File: src/hw/ebms_params.svh
`ifndef EBMS_PARAMS_SVH
`define EBMS_PARAMS_SVH
`define EBMS_NUM_CS        4
`define EBMS_FMT_NATIVE    2'h0
`define EBMS_FMT_THREE     2'h1
`define EBMS_FMT_FOUR      2'h2
`define EBMS_CNT_MIN3      4'h1
`define EBMS_CNT_MIN4      4'h2
`define EBMS_CNT_MAX       4'hF
`define EBMS_FMT_RST       2'h0
`define EBMS_MUX_RST       1'b0
`define EBMS_CNT_RST       4'h1
`endif

File: src/hw/ebms_pkg.sv
package ebms_pkg;
  // bus cycle phase
  typedef enum logic [2:0] {
    EBMS_IDLE = 3'b000,
    EBMS_T1   = 3'b001,
    EBMS_T2   = 3'b010,
    EBMS_T3   = 3'b011,
    EBMS_T4   = 3'b100,
    EBMS_STR  = 3'b101
  } ebms_state_e;
  typedef logic [1:0] ebms_fmt_t;
  typedef logic [3:0] ebms_cnt_t;
endpackage : ebms_pkg

File: src/hw/ebms_sequencer.sv
`timescale 1ns/1ns
`include "ebms_params.svh"
module ebms_sequencer
  import ebms_pkg::*;
(
  input  wire logic        clk_sys_i,        // 10 MHz system clock
  input  wire logic        sys_rst_i,        // sync reset, active high
  input  wire logic [3:0]  cfg_we_i,         // per select config write strobe
  input  wire logic [1:0]  cfg_fmt_i,        // format to write
  input  wire logic        cfg_mux_i,        // multiplexed option to write
  input  wire logic [3:0]  cfg_cnt_i,        // clocks per state to write
  input  wire logic [3:0]  cs_hit_i,         // decoded selects, one hot, live
  input  wire logic        cpu_req_i,        // cpu external access pending
  input  wire logic        cpu_wr_i,         // 1 write, 0 read
  input  wire logic        cpu_io_i,         // 1 io space, 0 memory
  input  wire logic [23:0] cpu_addr_i,       // cpu address
  input  wire logic [7:0]  cpu_wdata_i,      // cpu write data
  input  wire logic        cpu_cs_n_i,       // native select from cpu
  input  wire logic        cpu_rd_n_i,       // native read strobe
  input  wire logic        cpu_wr_n_i,       // native write strobe
  input  wire logic        cpu_memory_request_n_n_i,     // native memory request
  input  wire logic        cpu_io_request_n_n_i,     // native io request
  input  wire logic        wait_n_i,         // peripheral wait/ready, low stalls
  input  wire logic        ext_master_request_i, // external bus request
  input  wire logic        reg_access_i,     // cpu access to internal registers
  input  wire logic [7:0]  data_pin_i,       // data bus pins in
  output logic             cpu_done_o,       // one cycle: access complete
  output logic [7:0]       cpu_rdata_o,      // captured read data
  output logic             reg_access_ok_o,  // internal register access allowed
  output logic             bus_grant_acknowledge_n_o, // low while bus released
  output logic [23:0]      addr_o,           // address pins
  output logic             addr_oe_o,        // address pins driven
  output logic [7:0]       data_o,           // data pins out
  output logic             data_oe_o,        // data pins driven
  output logic [3:0]       cs_n_o,           // chip select pins
  output logic             rd_n_o,           // read strobe pin
  output logic             wr_n_o,           // write strobe pin
  output logic             memory_request_n_o, // memory request pin
  output logic             io_request_n_o,   // io request pin
  output logic             ale_o             // address latch strobe
);

  // whole state of the block
  typedef struct packed {
    ebms_fmt_t [3:0] fmt;      // per select format
    logic [3:0]      mux;      // per select multiplexed
    ebms_cnt_t [3:0] cnt;      // per select clocks per state
    ebms_state_e     st;       // cycle phase
    ebms_cnt_t       tick;     // cycles left in phase
    ebms_cnt_t       len;      // latched phase length
    logic            four;     // cycle is four-state
    logic            mx;       // cycle multiplexed
    logic            wr;       // cycle is write
    logic            io;       // cycle io space
    logic [3:0]      sel;      // latched select
    logic [23:0]     addr;     // latched address
    logic [7:0]      wdata;    // latched write data
    logic [7:0]      rdata;    // captured read data
    logic            done;     // completion pulse
    logic            stall;    // wait sampled low
    logic            grant;    // bus released
  } ebms_s;

  ebms_s r;
  ebms_s next_r;
  logic  last;                 // final cycle of current phase
  logic  hold_t3;              // wait holds the cycle in stretch
  ebms_fmt_t fsel;             // format of live select
  ebms_cnt_t craw;             // raw count of live select
  logic  msel;                 // mux option of live select

  // pick config of the lowest hit select
  always_comb begin
    fsel = `EBMS_FMT_NATIVE;
    craw = `EBMS_CNT_RST;
    msel = 1'b0;
    for (int i = `EBMS_NUM_CS - 1; i >= 0; i--) begin
      if (cs_hit_i[i]) begin
        fsel = r.fmt[i];
        craw = r.cnt[i];
        msel = r.mux[i];
      end
    end
  end

  assign last = (r.tick == 4'h1);
  // wait is a registered sample, so the peripheral must act a clock early
  assign hold_t3 = r.stall;

  // next state
  always_comb begin
    next_r = r;
    next_r.done = 1'b0;
    next_r.stall = ~wait_n_i;
    next_r.grant = ext_master_request_i && (r.st == EBMS_IDLE);
    if (r.grant && ext_master_request_i) begin
      next_r.grant = 1'b1;
    end
    for (int i = 0; i < `EBMS_NUM_CS; i++) begin
      if (cfg_we_i[i]) begin
        next_r.fmt[i] = (cfg_fmt_i > `EBMS_FMT_FOUR) ? `EBMS_FMT_FOUR : cfg_fmt_i;
        next_r.mux[i] = cfg_mux_i;
        next_r.cnt[i] = (cfg_cnt_i == 4'h0) ? `EBMS_CNT_MIN3 : cfg_cnt_i;
      end
    end
    case (r.st)
      EBMS_IDLE: begin
        if (cpu_req_i && !r.grant && !ext_master_request_i && fsel != `EBMS_FMT_NATIVE) begin
          next_r.st = EBMS_T1;
          next_r.four = (fsel == `EBMS_FMT_FOUR);
          next_r.mx = msel && (fsel == `EBMS_FMT_FOUR);
          if (fsel == `EBMS_FMT_FOUR && craw < `EBMS_CNT_MIN4) begin
            next_r.len = `EBMS_CNT_MIN4;
          end else begin
            next_r.len = craw;
          end
          next_r.tick = (fsel == `EBMS_FMT_FOUR && craw < `EBMS_CNT_MIN4) ?
                        `EBMS_CNT_MIN4 : craw;
          next_r.wr = cpu_wr_i;
          next_r.io = cpu_io_i;
          next_r.sel = cs_hit_i;
          next_r.addr = cpu_addr_i;
          next_r.wdata = cpu_wdata_i;
        end
      end
      EBMS_T1: begin
        next_r.tick = r.tick - 4'h1;
        if (last) begin
          next_r.st = EBMS_T2;
          next_r.tick = r.len;
        end
      end
      EBMS_T2: begin
        next_r.tick = r.tick - 4'h1;
        if (last) begin
          next_r.st = EBMS_T3;
          next_r.tick = r.len;
        end
      end
      EBMS_T3: begin
        next_r.tick = r.tick - 4'h1;
        if (!r.four && !wait_n_i) begin
          next_r.tick = r.tick;
        end else if (last) begin
          if (r.four) begin
            next_r.st = EBMS_T4;
            next_r.tick = r.len;
            if (!r.wr) begin
              next_r.rdata = data_pin_i;
            end
          end else begin
            next_r.st = EBMS_IDLE;
            next_r.done = 1'b1;
            if (!r.wr) begin
              next_r.rdata = data_pin_i;
            end
          end
        end
        if (r.four && hold_t3 && r.tick == r.len) begin
          next_r.st = EBMS_STR;
          next_r.tick = r.tick;
        end
      end
      EBMS_STR: begin
        // resume on the first edge after ready returns
        if (wait_n_i) begin
          next_r.st = EBMS_T3;
        end
      end
      EBMS_T4: begin
        next_r.tick = r.tick - 4'h1;
        if (last) begin
          next_r.st = EBMS_IDLE;
          next_r.done = 1'b1;
        end
      end
      default: begin
        next_r.st = EBMS_IDLE;
      end
    endcase
  end

  // register the state
  always_ff @(posedge clk_sys_i) begin
    if (sys_rst_i) begin
      r <= '0;
      for (int i = 0; i < `EBMS_NUM_CS; i++) begin
        r.fmt[i] <= `EBMS_FMT_RST;
        r.mux[i] <= `EBMS_MUX_RST;
        r.cnt[i] <= `EBMS_CNT_RST;
      end
    end else begin
      r <= next_r;
    end
  end

  // pin drive
  always_comb begin
    logic act;
    logic strb;
    logic t1;
    act  = (r.st != EBMS_IDLE);
    t1   = (r.st == EBMS_T1);
    strb = (r.st == EBMS_T2) || (r.st == EBMS_T3) || (r.st == EBMS_STR) ||
           (r.st == EBMS_T4 && !r.wr);
    cpu_done_o = r.done;
    cpu_rdata_o = r.rdata;
    bus_grant_acknowledge_n_o = ~r.grant;
    reg_access_ok_o = reg_access_i && !r.grant;
    addr_o = cpu_addr_i;
    addr_oe_o = !r.grant;
    data_o = cpu_wdata_i;
    data_oe_o = cpu_wr_i && !r.grant;
    cs_n_o = ~cs_hit_i;
    rd_n_o = cpu_rd_n_i;
    wr_n_o = cpu_wr_n_i;
    memory_request_n_o = cpu_memory_request_n_n_i;
    io_request_n_o = cpu_io_request_n_n_i;
    ale_o = 1'b0;
    if (r.grant) begin
      rd_n_o = 1'b1;
      wr_n_o = 1'b1;
      memory_request_n_o = 1'b1;
      io_request_n_o = 1'b1;
    end else if (act) begin
      addr_o = r.addr;
      cs_n_o = ~r.sel;
      // address latch pulses in the first half of T1, four-state format only
      ale_o = r.four && t1 && (r.tick > (r.len >> 1));
      rd_n_o = !(strb && !r.wr && r.st != EBMS_T4);
      wr_n_o = !(strb && r.wr && r.st != EBMS_T4);
      memory_request_n_o = !(strb && !r.io && r.st != EBMS_T4);
      io_request_n_o = !(strb && r.io && r.st != EBMS_T4);
      data_o = r.wdata;
      data_oe_o = r.wr && (!r.mx || !t1);
      if (r.mx && t1) begin
        data_o = r.addr[7:0];
        data_oe_o = 1'b1;
      end
    end else if (fsel != `EBMS_FMT_NATIVE && cpu_req_i) begin
      // hold strobes off until the shaped cycle starts
      rd_n_o = 1'b1;
      wr_n_o = 1'b1;
      memory_request_n_o = 1'b1;
      io_request_n_o = 1'b1;
      cs_n_o = 4'hF;
    end
  end

  // three-state cycle never reaches T4
  three_no_t4_a: assert property (@(posedge clk_sys_i) disable iff (sys_rst_i)
    (r.st == EBMS_T3 && !r.four) |=> r.st != EBMS_T4) else $error("three-state hit T4");
  four_min_len_a: assert property (@(posedge clk_sys_i) disable iff (sys_rst_i)
    (r.st == EBMS_T1 && r.four) |-> r.len >= 4'h2) else $error("four-state length short");
  grant_ack_a: assert property (@(posedge clk_sys_i) disable iff (sys_rst_i)
    r.grant |-> !bus_grant_acknowledge_n_o && !reg_access_ok_o) else $error("grant leak");
  native_pass_a: assert property (@(posedge clk_sys_i) disable iff (sys_rst_i)
    (r.st == EBMS_IDLE && !r.grant && fsel == `EBMS_FMT_NATIVE) |-> rd_n_o == cpu_rd_n_i)
    else $error("native not passed");
  mux_addr_a: assert property (@(posedge clk_sys_i) disable iff (sys_rst_i)
    (r.st == EBMS_T1 && r.mx && !r.grant) |-> data_o == r.addr[7:0]) else $error("no mux addr");
  write_end_a: assert property (@(posedge clk_sys_i) disable iff (sys_rst_i)
    (r.st == EBMS_T4 && !r.grant) |-> wr_n_o) else $error("write strobe in T4");
  resume_a: assert property (@(posedge clk_sys_i) disable iff (sys_rst_i)
    (r.st == EBMS_STR && wait_n_i) |=> r.st == EBMS_T3) else $error("no resume");
  t2_strobe_a: assert property (@(posedge clk_sys_i) disable iff (sys_rst_i)
    (r.st == EBMS_T2 && !r.grant) |-> (rd_n_o != wr_n_o)) else $error("T2 strobe");

endmodule : ebms_sequencer

File: config.mk
export PLATFORM = sky130hd
export DESIGN_NAME = ebms_sequencer
export DESIGN_NICKNAME = d
export VERILOG_FILES = /design/src/hw/ebms_pkg.sv /design/src/hw/ebms_sequencer.sv
export VERILOG_INCLUDE_DIRS = /design/src /design/src/hw
export SDC_FILE = /design/constraint.sdc
export NUM_CORES = 1
export LEC_CHECK = 0
export ABC_AREA = 1
export BUFFER_PORTS_ARGS = -buffer_cell sky130_fd_sc_hd__buf_2
export CAP_MARGIN = 20
export CORE_MARGIN = 1
export CORE_UTILIZATION = 50
export CTS_BUF_LIST = sky130_fd_sc_hd__clkbuf_8
export DETAILED_ROUTE_END_ITERATION = 6
export HOLD_SLACK_MARGIN = 0.15
export PLACE_DENSITY = 0.75
export SYNTH_ARGS = -nofsm -noshare
export SYNTH_HDL_FRONTEND = slang
export SYNTH_SLANG_ARGS = --single-unit
File: constraint.sdc
create_clock -name clk_sys_i -period 1.5 [get_ports clk_sys_i]
set_input_delay 0.225 -clock clk_sys_i [delete_from_list [all_inputs] [get_ports clk_sys_i]]
set_output_delay 0.225 -clock clk_sys_i [all_outputs]
set_load 0.02 [all_outputs]
==> results.sh, run 1 <==
export IMPL_gr_total_overflow=0
export IMPL_yosysSeqAreaShare_pct=38.3
export IMPL_die_w_um=99.0
export IMPL_dr_pass1_iters=7
export IMPL_seq_area_um2=1830
export IMPL_multi_input_area_um2=3300
export IMPL_initial_core_util_pct=51.2
export IMPL_r2r_cells=13
export IMPL_finalHoldViolCount=0
export IMPL_slew_violations=0
export IMPL_htreeDepth=3
export IMPL_postLayoutCellArea_um2=8060
export IMPL_grt_pass1_vias=6081
export IMPL_critPathRequiredTime_ns=1.27
export IMPL_n_fill_cell=427
export IMPL_synth_top_family_by_area="simple AND/OR/NAND/NOR gates"
export IMPL_maxCapViolations=0
export IMPL_critPathKind="reg2out"
export IMPL_worstPathArrival_ns=2.25
export IMPL_r2r_setup_slack_ns=-0.55
export IMPL_grt_pass1_wl_mm=28.6
export IMPL_clockBufferDepth=2
export IMPL_startpoint="r[59]"
export IMPL_fin_cells=1062
export IMPL_synth_adder_area_share_pct=1.33
export IMPL_worst_pin_slew_ns=0.488
export IMPL_cts_sink_count=90
export IMPL_cts_tree="built"
export IMPL_drt_vias_per_instance=6.54
export IMPL_reg2reg_to="r[60]"
export IMPL_avgSynthCellArea_um2=6.63
export IMPL_hold_end="r[39]"
export IMPL_drc_errors=52
export IMPL_yosys_area_share_simple_pct=24.7
export IMPL_io_buffers=120
export IMPL_holdPathStages=3
export IMPL_final_antenna_net_count=0
export IMPL_rows=35
export IMPL_clockRootBuffer="clkbuf_8"
export IMPL_fin_crit_sh_pct=165
export IMPL_syn2layout_area_growth_pct=71.2
export IMPL_fin_ws_ns=-0.975
export IMPL_crit_fanout=8
export IMPL_routed_wl_mm=25.1
export IMPL_crit_path_end_kind="primary output"
export IMPL_track_usage_pct=36.7
export IMPL_syn_nets=783
export IMPL_layout_drive_gt1_share_pct=47.7
export IMPL_setup_viol_count_final=105
export IMPL_synth_cell_type_count=38
export IMPL_cts_made_buffers=9
export IMPL_nets=1018
export IMPL_setup_tns_final_ns=-51.76
export IMPL_status="finished, violations left"
export IMPL_leakage_nw=3.57
export IMPL_slew_headroom_pct=67.2
export IMPL_grt_antenna_before_repair=1
export IMPL_die_h_um=99.0
export IMPL_synth_top_area_cell="dfxtp_1"
export IMPL_place_hpwl_mm=10.4
export IMPL_synth_compound_area_share_pct=23.8
export IMPL_wire_per_inst_um=23.6
export IMPL_drtIter0Drc=987
export IMPL_synth_xor_area_share_pct=0.372
export IMPL_dpl_cell_area_um2=6250
export IMPL_violations="design-rule violations, negative setup slack"
export IMPL_syn_area_um2=4710
export IMPL_grt_max_degree=78
export IMPL_power_per_cell_area_nw_per_um2=1620
export IMPL_vias=6946
export IMPL_synth_mux_area_share_pct=0
export IMPL_ys_top_cells_by_area="dfxtp_1, o21ai_0, nand2_1"
export IMPL_hp_start="cpu_addr_i[20]"
export IMPL_r2r_start="r[86]"
export IMPL_fin_crit_ns=2.47
export IMPL_clk_pin_slew_worst_paths_ns=0.10
export IMPL_io_pins=122
export IMPL_dpl_cell_count=986
export IMPL_start_kind="flop"
export IMPL_rsz0062_at_grt="true"
export IMPL_hold_class="in2reg"
export IMPL_final_setup_skew_ns=0.0183
export IMPL_yosys_warnings=0
export IMPL_irDropWorstVdd_uv=768
export IMPL_synth_seq_cells=90
export IMPL_coreArea_um2=9200
export IMPL_die_area_um2=9800
export IMPL_gp_congestion=0.932
export IMPL_syn_inst=710
export IMPL_synth_top_area_share_pct=38.3
export IMPL_clock_latency_ns=0.39
export IMPL_max_freq_mhz=404
[metrics by stage]
step / utilization [%] / setup slack [ns] / hold WS (ns) / power, W
after detailed placement: 68.0 / -0.227 / 0.456 / 0.00797
after global routing: 87.6 / -0.991 / 0.164 / 0.0133
after global placement: 68.0 / -0.181 / 0.446 / 0.00782
after floorplan: - / -0.0381 / 0.297 / 0.00632
after CTS: 80.9 / -0.507 / 0.152 / 0.0109
final: 87.6 / -0.975 / 0.158 / 0.0130
[power breakdown]
part | switching [W] | internal [W] | leakage (nW)
combinational | 0.00487 | 0.00345 | 2.73
sequential | 0.000262 | 0.00268 | 0.743
clock | 0.00100 | 0.000769 | 0.0984
total | 0.00614 | 0.00690 | 3.57
[per-layer routing]
| layer | global-route usage (%) | vias up | part of all wire, % |
|---|---|---|---|
| li1 | - | 2785 | - |
| met2 | 63.4 | 728 | 44 |
| met5 | 0 | - | 0 |
| met1 | 42.6 | 3114 | 32 |
| met3 | 6.38 | 319 | 13 |
| met4 | 21.6 | 0 | 11 |
[layout by cell type (no fill, tap or decap), drive strengths merged, types with 2 or more instances in the layout]
cell / count
ha: 5
nor4: 6
nand3: 18
clkinv: 2
nand2: 132
a31oi: 3
dlygate4sd3: 30
o31ai: 4
nand4: 3
xor2: 2
nor3: 3
nor2: 118
buf: 232
clkinvlp: 3
a21oi: 69
dfxtp: 90
clkbuf: 12
or2: 2
o21ai: 134
inv: 74
[Yosys cell counts (all sizes together)]
cell type	number
a21oi	69
and2b	1
dfxtp	90
o221ai	1
inv	72
or2	2
buf	28
a31oi	3
nor2	118
a211oi	1
nand2	132
o2111ai	1
o21ai	134
ha	5
a32oi	1
xor2	2
nand4	3
nor3	3
o31ai	4
clkbuf	15
nand3	17
o21bai	1
o211ai	1
nor4	6
[kinds of logic (layout without fill, tap and decap cells)]
family | after synthesis | after routing
buffers and inverters | 115 | 354
adders and majority gates | 5 | 5
xor gates and xnor gates | 2 | 2
DFF | 90 | 90
other | 0 | 1
AOI/OAI and AO/OA | 216 | 216
and+or+nand+nor | 282 | 283
[critical path, stage by stage (launching register included)]
cell and delay [ns]:
dfxtp_4 0.41, nor2_4 0.05, inv_2 0.08, nor2_4 0.07, nor2_4 0.26, clkinv_4 0.23, buf_12 0.20, buf_6 0.13
o21ai_4 0.27, buf_6 0.17
[flip-flops by register name (all words and copies together), names as in the netlist]
signal	count
r	80
cpu_rdata_o	8
cpu_done_o	1
hold_t3	1
[cell type report]
cell class	count	area share, %
diodes	1	0.0311
clock buffers	9	1.54
clock inverters	7	0.870
inverters	72	3.84
multi-input cells	506	41.0
flip-flops and latches	90	22.7
well taps	111	1.72
repair buffers	265	28.3
repair inverters	1	0.0466
[worst max path at each step]
| stage | endpoint | slack (ns) | cells past startpoint |
|---|---|---|---|
| final | addr_o[2] | -0.97 | 9 |
| after floorplan | ale_o | -0.04 | 8 |
| after detailed placement | r[30] | -0.23 | 12 |
| after global routing | addr_o[2] | -0.99 | 9 |
| after CTS | memory_request_n_o | -0.51 | 8 |
| after global placement | cs_n_o[1] | -0.18 | 11 |
[what timing repair did]
action | in CTS | in global routing
hold buffers | 30 | 0
setup buffers | 13 | 9
setup endpoints to repair | 104 | 104
pin swaps | 16 | 17
gates resized for setup | 163 | 152
cloned | 6 | 3
endpoints found under the hold margin | 32 | 0
Note: power is estimated with default switching activity, not from simulation.
==> run 2: changes to the inputs <==
--- a/config.mk
+++ b/config.mk
@@ -15,6 +15,7 @@
 export DETAILED_ROUTE_END_ITERATION = 6
 export HOLD_SLACK_MARGIN = 0.15
 export PLACE_DENSITY = 0.75
+export SETUP_SLACK_MARGIN = 0.15
 export SYNTH_ARGS = -nofsm -noshare
 export SYNTH_HDL_FRONTEND = slang
 export SYNTH_SLANG_ARGS = --single-unit
==> results.sh, run 2 <==
export IMPL_grt_worst_endpoint="addr_o[21]"
export IMPL_lastStage="global routing (5_1_grt)"
export IMPL_io_pins=122
export IMPL_yosys_warnings=0
export IMPL_synth_top_family_by_area="simple AND/OR/NAND/NOR gates"
export IMPL_track_usage_pct=93.8
export IMPL_error_line="[ERROR GRT-0232] Routing congestion too high. Check the congestion heatmap in the GUI."
export IMPL_synth_top_flop_cell="dfxtp_1"
export IMPL_gp_congestion=0.959
export IMPL_avgSynthCellArea_um2=6.63
export IMPL_synth_xor_area_share_pct=0.372
export IMPL_synth_adder_area_share_pct=1.33
export IMPL_synth_edf_count=0
export IMPL_rows=35
export IMPL_clockRootBuffer="clkbuf_8"
export IMPL_cts_sink_count=90
export IMPL_cts_made_buffers=9
export IMPL_yosys_area_share_simple_pct=24.7
export IMPL_yosysSeqAreaShare_pct=38.3
export IMPL_syn_inst=710
export IMPL_synth_top_area_share_pct=38.3
export IMPL_initial_core_util_pct=51.2
export IMPL_worst_ep_kind="primary output"
export IMPL_syn_area_um2=4710
export IMPL_synth_top_area_cell="dfxtp_1"
export IMPL_die_w_um=99.0
export IMPL_place_hpwl_mm=10.7
export IMPL_grt_max_degree=38
export IMPL_gr_total_overflow=815
export IMPL_synth_mux_area_share_pct=0
export IMPL_clockBufferDepth=2
export IMPL_ys_top_cells_by_area="dfxtp_1, o21ai_0, nand2_1"
export IMPL_synth_compound_area_share_pct=23.8
export IMPL_htreeDepth=3
export IMPL_synth_cell_type_count=38
export IMPL_synth_top_cells_by_count="nand2_1, o21ai_0, nor2_1, dfxtp_1, a21oi_1"
export IMPL_synth_seq_cells=90
export IMPL_io_buffers=120
export IMPL_synthArstFlopShare_pct=0
export IMPL_status="aborted with a tool error"
export IMPL_dpl_cell_count=981
export IMPL_die_h_um=99.0
export IMPL_syn_nets=783
## run 2: cell counts after synthesis
No cell type changed its count.
## run 2: metrics by stage
step	worst slack, ns	area (µm²)	utilization, %	TNS, ns
2_1_floorplan	-0.0381	5510	-	-0.217
3_3_place_gp	-0.228	6620	72.0	-10.40
3_5_place_dp	-0.290	6620	72.0	-12.35
4_1_cts	-0.561	8500	92.4	-26.21
## run 2: metal layers
layer | global-route usage, % | GRT overflow
met1 | 85.5 | 4
met2 | 129 | 587
met3 | 59.7 | 2
met4 | 116 | 222
met5 | 1.54 | 0
## run 2: logic make-up after synthesis
group / count (synthesis)
fa+ha+maj: 5
simple gates: 282
xor+xnor: 2
buf+inv: 115
compound gates: 216
flops: 90
## run 2: timing repair
item                                    in CTS
pin swaps                                   27
buffers inserted                            30
hold endpoints to repair                    17
endpoints found under the setup margin     104
hold buffers                                17
gates resized for setup                    301
gates cloned                                10
==> run 3: changes to the inputs <==
--- a/config.mk
+++ b/config.mk
@@ -10,12 +10,9 @@
 export BUFFER_PORTS_ARGS = -buffer_cell sky130_fd_sc_hd__buf_2
 export CAP_MARGIN = 20
 export CORE_MARGIN = 1
-export CORE_UTILIZATION = 50
-export CTS_BUF_LIST = sky130_fd_sc_hd__clkbuf_8
+export CORE_UTILIZATION = 36
 export DETAILED_ROUTE_END_ITERATION = 6
-export HOLD_SLACK_MARGIN = 0.15
-export PLACE_DENSITY = 0.75
-export SETUP_SLACK_MARGIN = 0.15
+export PLACE_DENSITY_LB_ADDON = 0.15
 export SYNTH_ARGS = -nofsm -noshare
 export SYNTH_HDL_FRONTEND = slang
 export SYNTH_SLANG_ARGS = --single-unit
==> constraint.sdc (replaced) <==
create_clock -name clk_sys_i -period 2 [get_ports clk_sys_i]
set_input_delay 0.3 -clock clk_sys_i [delete_from_list [all_inputs] [get_ports clk_sys_i]]
set_output_delay 0.3 -clock clk_sys_i [all_outputs]
set_load 0.02 [all_outputs]
==> results.sh, run 3 (synthesis results as in run 1) <==
export IMPL_critPathKind="reg2out"
export IMPL_layout_common_cells="nand2_1, nor2_1, dfxtp_1, buf_2, o21ai_0"
export IMPL_power_per_cell_area_nw_per_um2=1260
export IMPL_drt_vias_per_instance=4.96
export IMPL_io_pins=122
export IMPL_clk_pin_slew_worst_paths_ns=0.07
export IMPL_crit_path_max_incr_delay_ns=0.34
export IMPL_n_fill_cell=1231
export IMPL_setup_tns_final_ns=-0.507
export IMPL_regMostFlops="r"
export IMPL_fin_ws_ns=-0.0903
export IMPL_routed_wl_mm=14.4
export IMPL_layout_drive_gt1_share_pct=33.6
export IMPL_p_comb_share_pct=54.3
export IMPL_coreArea_um2=12700
export IMPL_final_antenna_net_count=0
export IMPL_slew_violations=0
export IMPL_track_usage_pct=21.1
export IMPL_grt_max_degree=41
export IMPL_die_area_um2=13500
export IMPL_worstPathArrival_ns=1.79
export IMPL_critPathRequiredTime_ns=1.70
export IMPL_grt_pass1_vias=4793
export IMPL_gp_congestion=0.910
export IMPL_drc_errors=0
export IMPL_slew_headroom_pct=74.4
export IMPL_crit_fanout=2
export IMPL_finalHoldViolCount=0
export IMPL_crit_path_cell_trace="inv_2, ha_4, inv_2, nor2_1, o21ai_1, a32oi_1, nor2_1, nor4_1, buf_2"
export IMPL_syn2layout_area_growth_pct=46.2
export IMPL_htreeDepth=3
export IMPL_dr_pass1_iters=5
export IMPL_grt_pass1_wl_mm=22.2
export IMPL_cts_made_buffers=9
export IMPL_hold_class="in2reg"
export IMPL_max_freq_mhz=478
export IMPL_maxCapViolations=0
export IMPL_fin_crit_ns=2.09
export IMPL_worst_path_max_delay_cell="dfxtp_2"
export IMPL_crit_path_end_kind="primary output"
export IMPL_start_kind="flop"
export IMPL_fin_crit_sh_pct=105
export IMPL_cts_hold_buf=0
export IMPL_worst_pin_slew_ns=0.384
export IMPL_place_hpwl_mm=9.76
export IMPL_largest_register_ffs=80
export IMPL_setup_viol_count_final=23
export IMPL_pwr_share_clk_pct=20.6
export IMPL_switching_share_pct=39.7
export IMPL_die_w_um=116
export IMPL_irDropWorstVdd_uv=595
export IMPL_clockBufferDepth=2
export IMPL_fin_cells=1024
export IMPL_wire_per_inst_um=14.1
export IMPL_die_h_um=116
export IMPL_initial_core_util_pct=37.1
export IMPL_gr_total_overflow=0
export IMPL_nets=920
export IMPL_clockRootBuffer="clkbuf_16"
export IMPL_final_setup_skew_ns=0.00783
export IMPL_power_internal_w=0.00523
export IMPL_cts_sink_count=90
export IMPL_cts_tree="built"
export IMPL_seqPwrFrac_pct=25.0
export IMPL_dpl_cell_count=985
export IMPL_final_common_cell="nand2_1"
export IMPL_io_buffers=120
export IMPL_fin_hold_ws_ns=0.182
export IMPL_drtIter0Drc=201
export IMPL_leakage_nw=3.07
export IMPL_violations="negative setup slack"
export IMPL_status="finished, violations left"
export IMPL_rows=41
export IMPL_grt_antenna_before_repair=1
export IMPL_vias=5076
export IMPL_switchingPower_w=0.00344
export IMPL_rsz0062_at_grt="true"
export IMPL_clock_latency_ns=0.35
## run 3: what timing repair did
item                                    in CTS  in global routing
endpoints found under the setup margin      42                 46
cloned                                       5                  1
buffers inserted                            14                  4
pin swaps                                   13                  8
hold endpoints to repair                     0                  0
resized for setup                          148                112
## run 3: final timing paths
kind                        start  endpoint  slack [ns]  cells past startpoint
min reg2reg                 r[75]     r[75]        0.46                      2
min          ext_master_request_i      r[0]        0.18                      3
max reg2reg                 r[86]     r[29]        0.14                     12
max                         r[53]     ale_o       -0.09                      9
## run 3: cell type report
| class | instances | area, µm² | area share [%] |
|---|---|---|---|
| multi-input cells | 505 | 2870 | 41.6 |
| flip-flops and latches | 90 | 1820 | 26.4 |
| repair buffers | 169 | 1370 | 19.9 |
| inverters | 72 | 300 | 4.36 |
| clock buffers | 11 | 233 | 3.38 |
| well taps | 172 | 215 | 3.13 |
| clock inverters | 4 | 76.3 | 1.11 |
| diodes | 1 | 2.50 | 0.0364 |
## run 3: per-stage QoR
stage	util [%]	total power (W)	setup slack, ns	instance area (µm²)
CTS	50.1	0.00792	-0.231	6350
detailed placement	43.4	0.00498	0.0293	5490
finish	54.3	0.00867	-0.0903	6880
global placement	43.4	0.00493	0.0582	5490
floorplan	-	0.00408	0.0546	4710
global route	54.3	0.00917	-0.214	6880
## run 3: critical path: cells and delay by family (launching register included)
family | cells | cell delay, ns
flops | 1 | 0.34
buf+inv | 3 | 0.29
fa+ha+maj | 1 | 0.26
compound gates | 2 | 0.23
simple gates | 3 | 0.32
## run 3: routing by layer
layer	wire length, µm	share of wire, %	global-route usage [%]
met1	6210	43	24.7
met2	7370	51	38.0
met3	658	4.6	5.14
met4	208	1.4	5.98
met5	0	0	0
## run 3: power by group through the flow
stage	Combinational [W]	Sequential, W	Clock (W)
after floorplan	0.00196	0.00213	0
after global placement	0.00277	0.00216	0
after detailed placement	0.00281	0.00216	0
after CTS	0.00393	0.00215	0.00185
after global routing	0.00505	0.00219	0.00192
final	0.00471	0.00217	0.00179
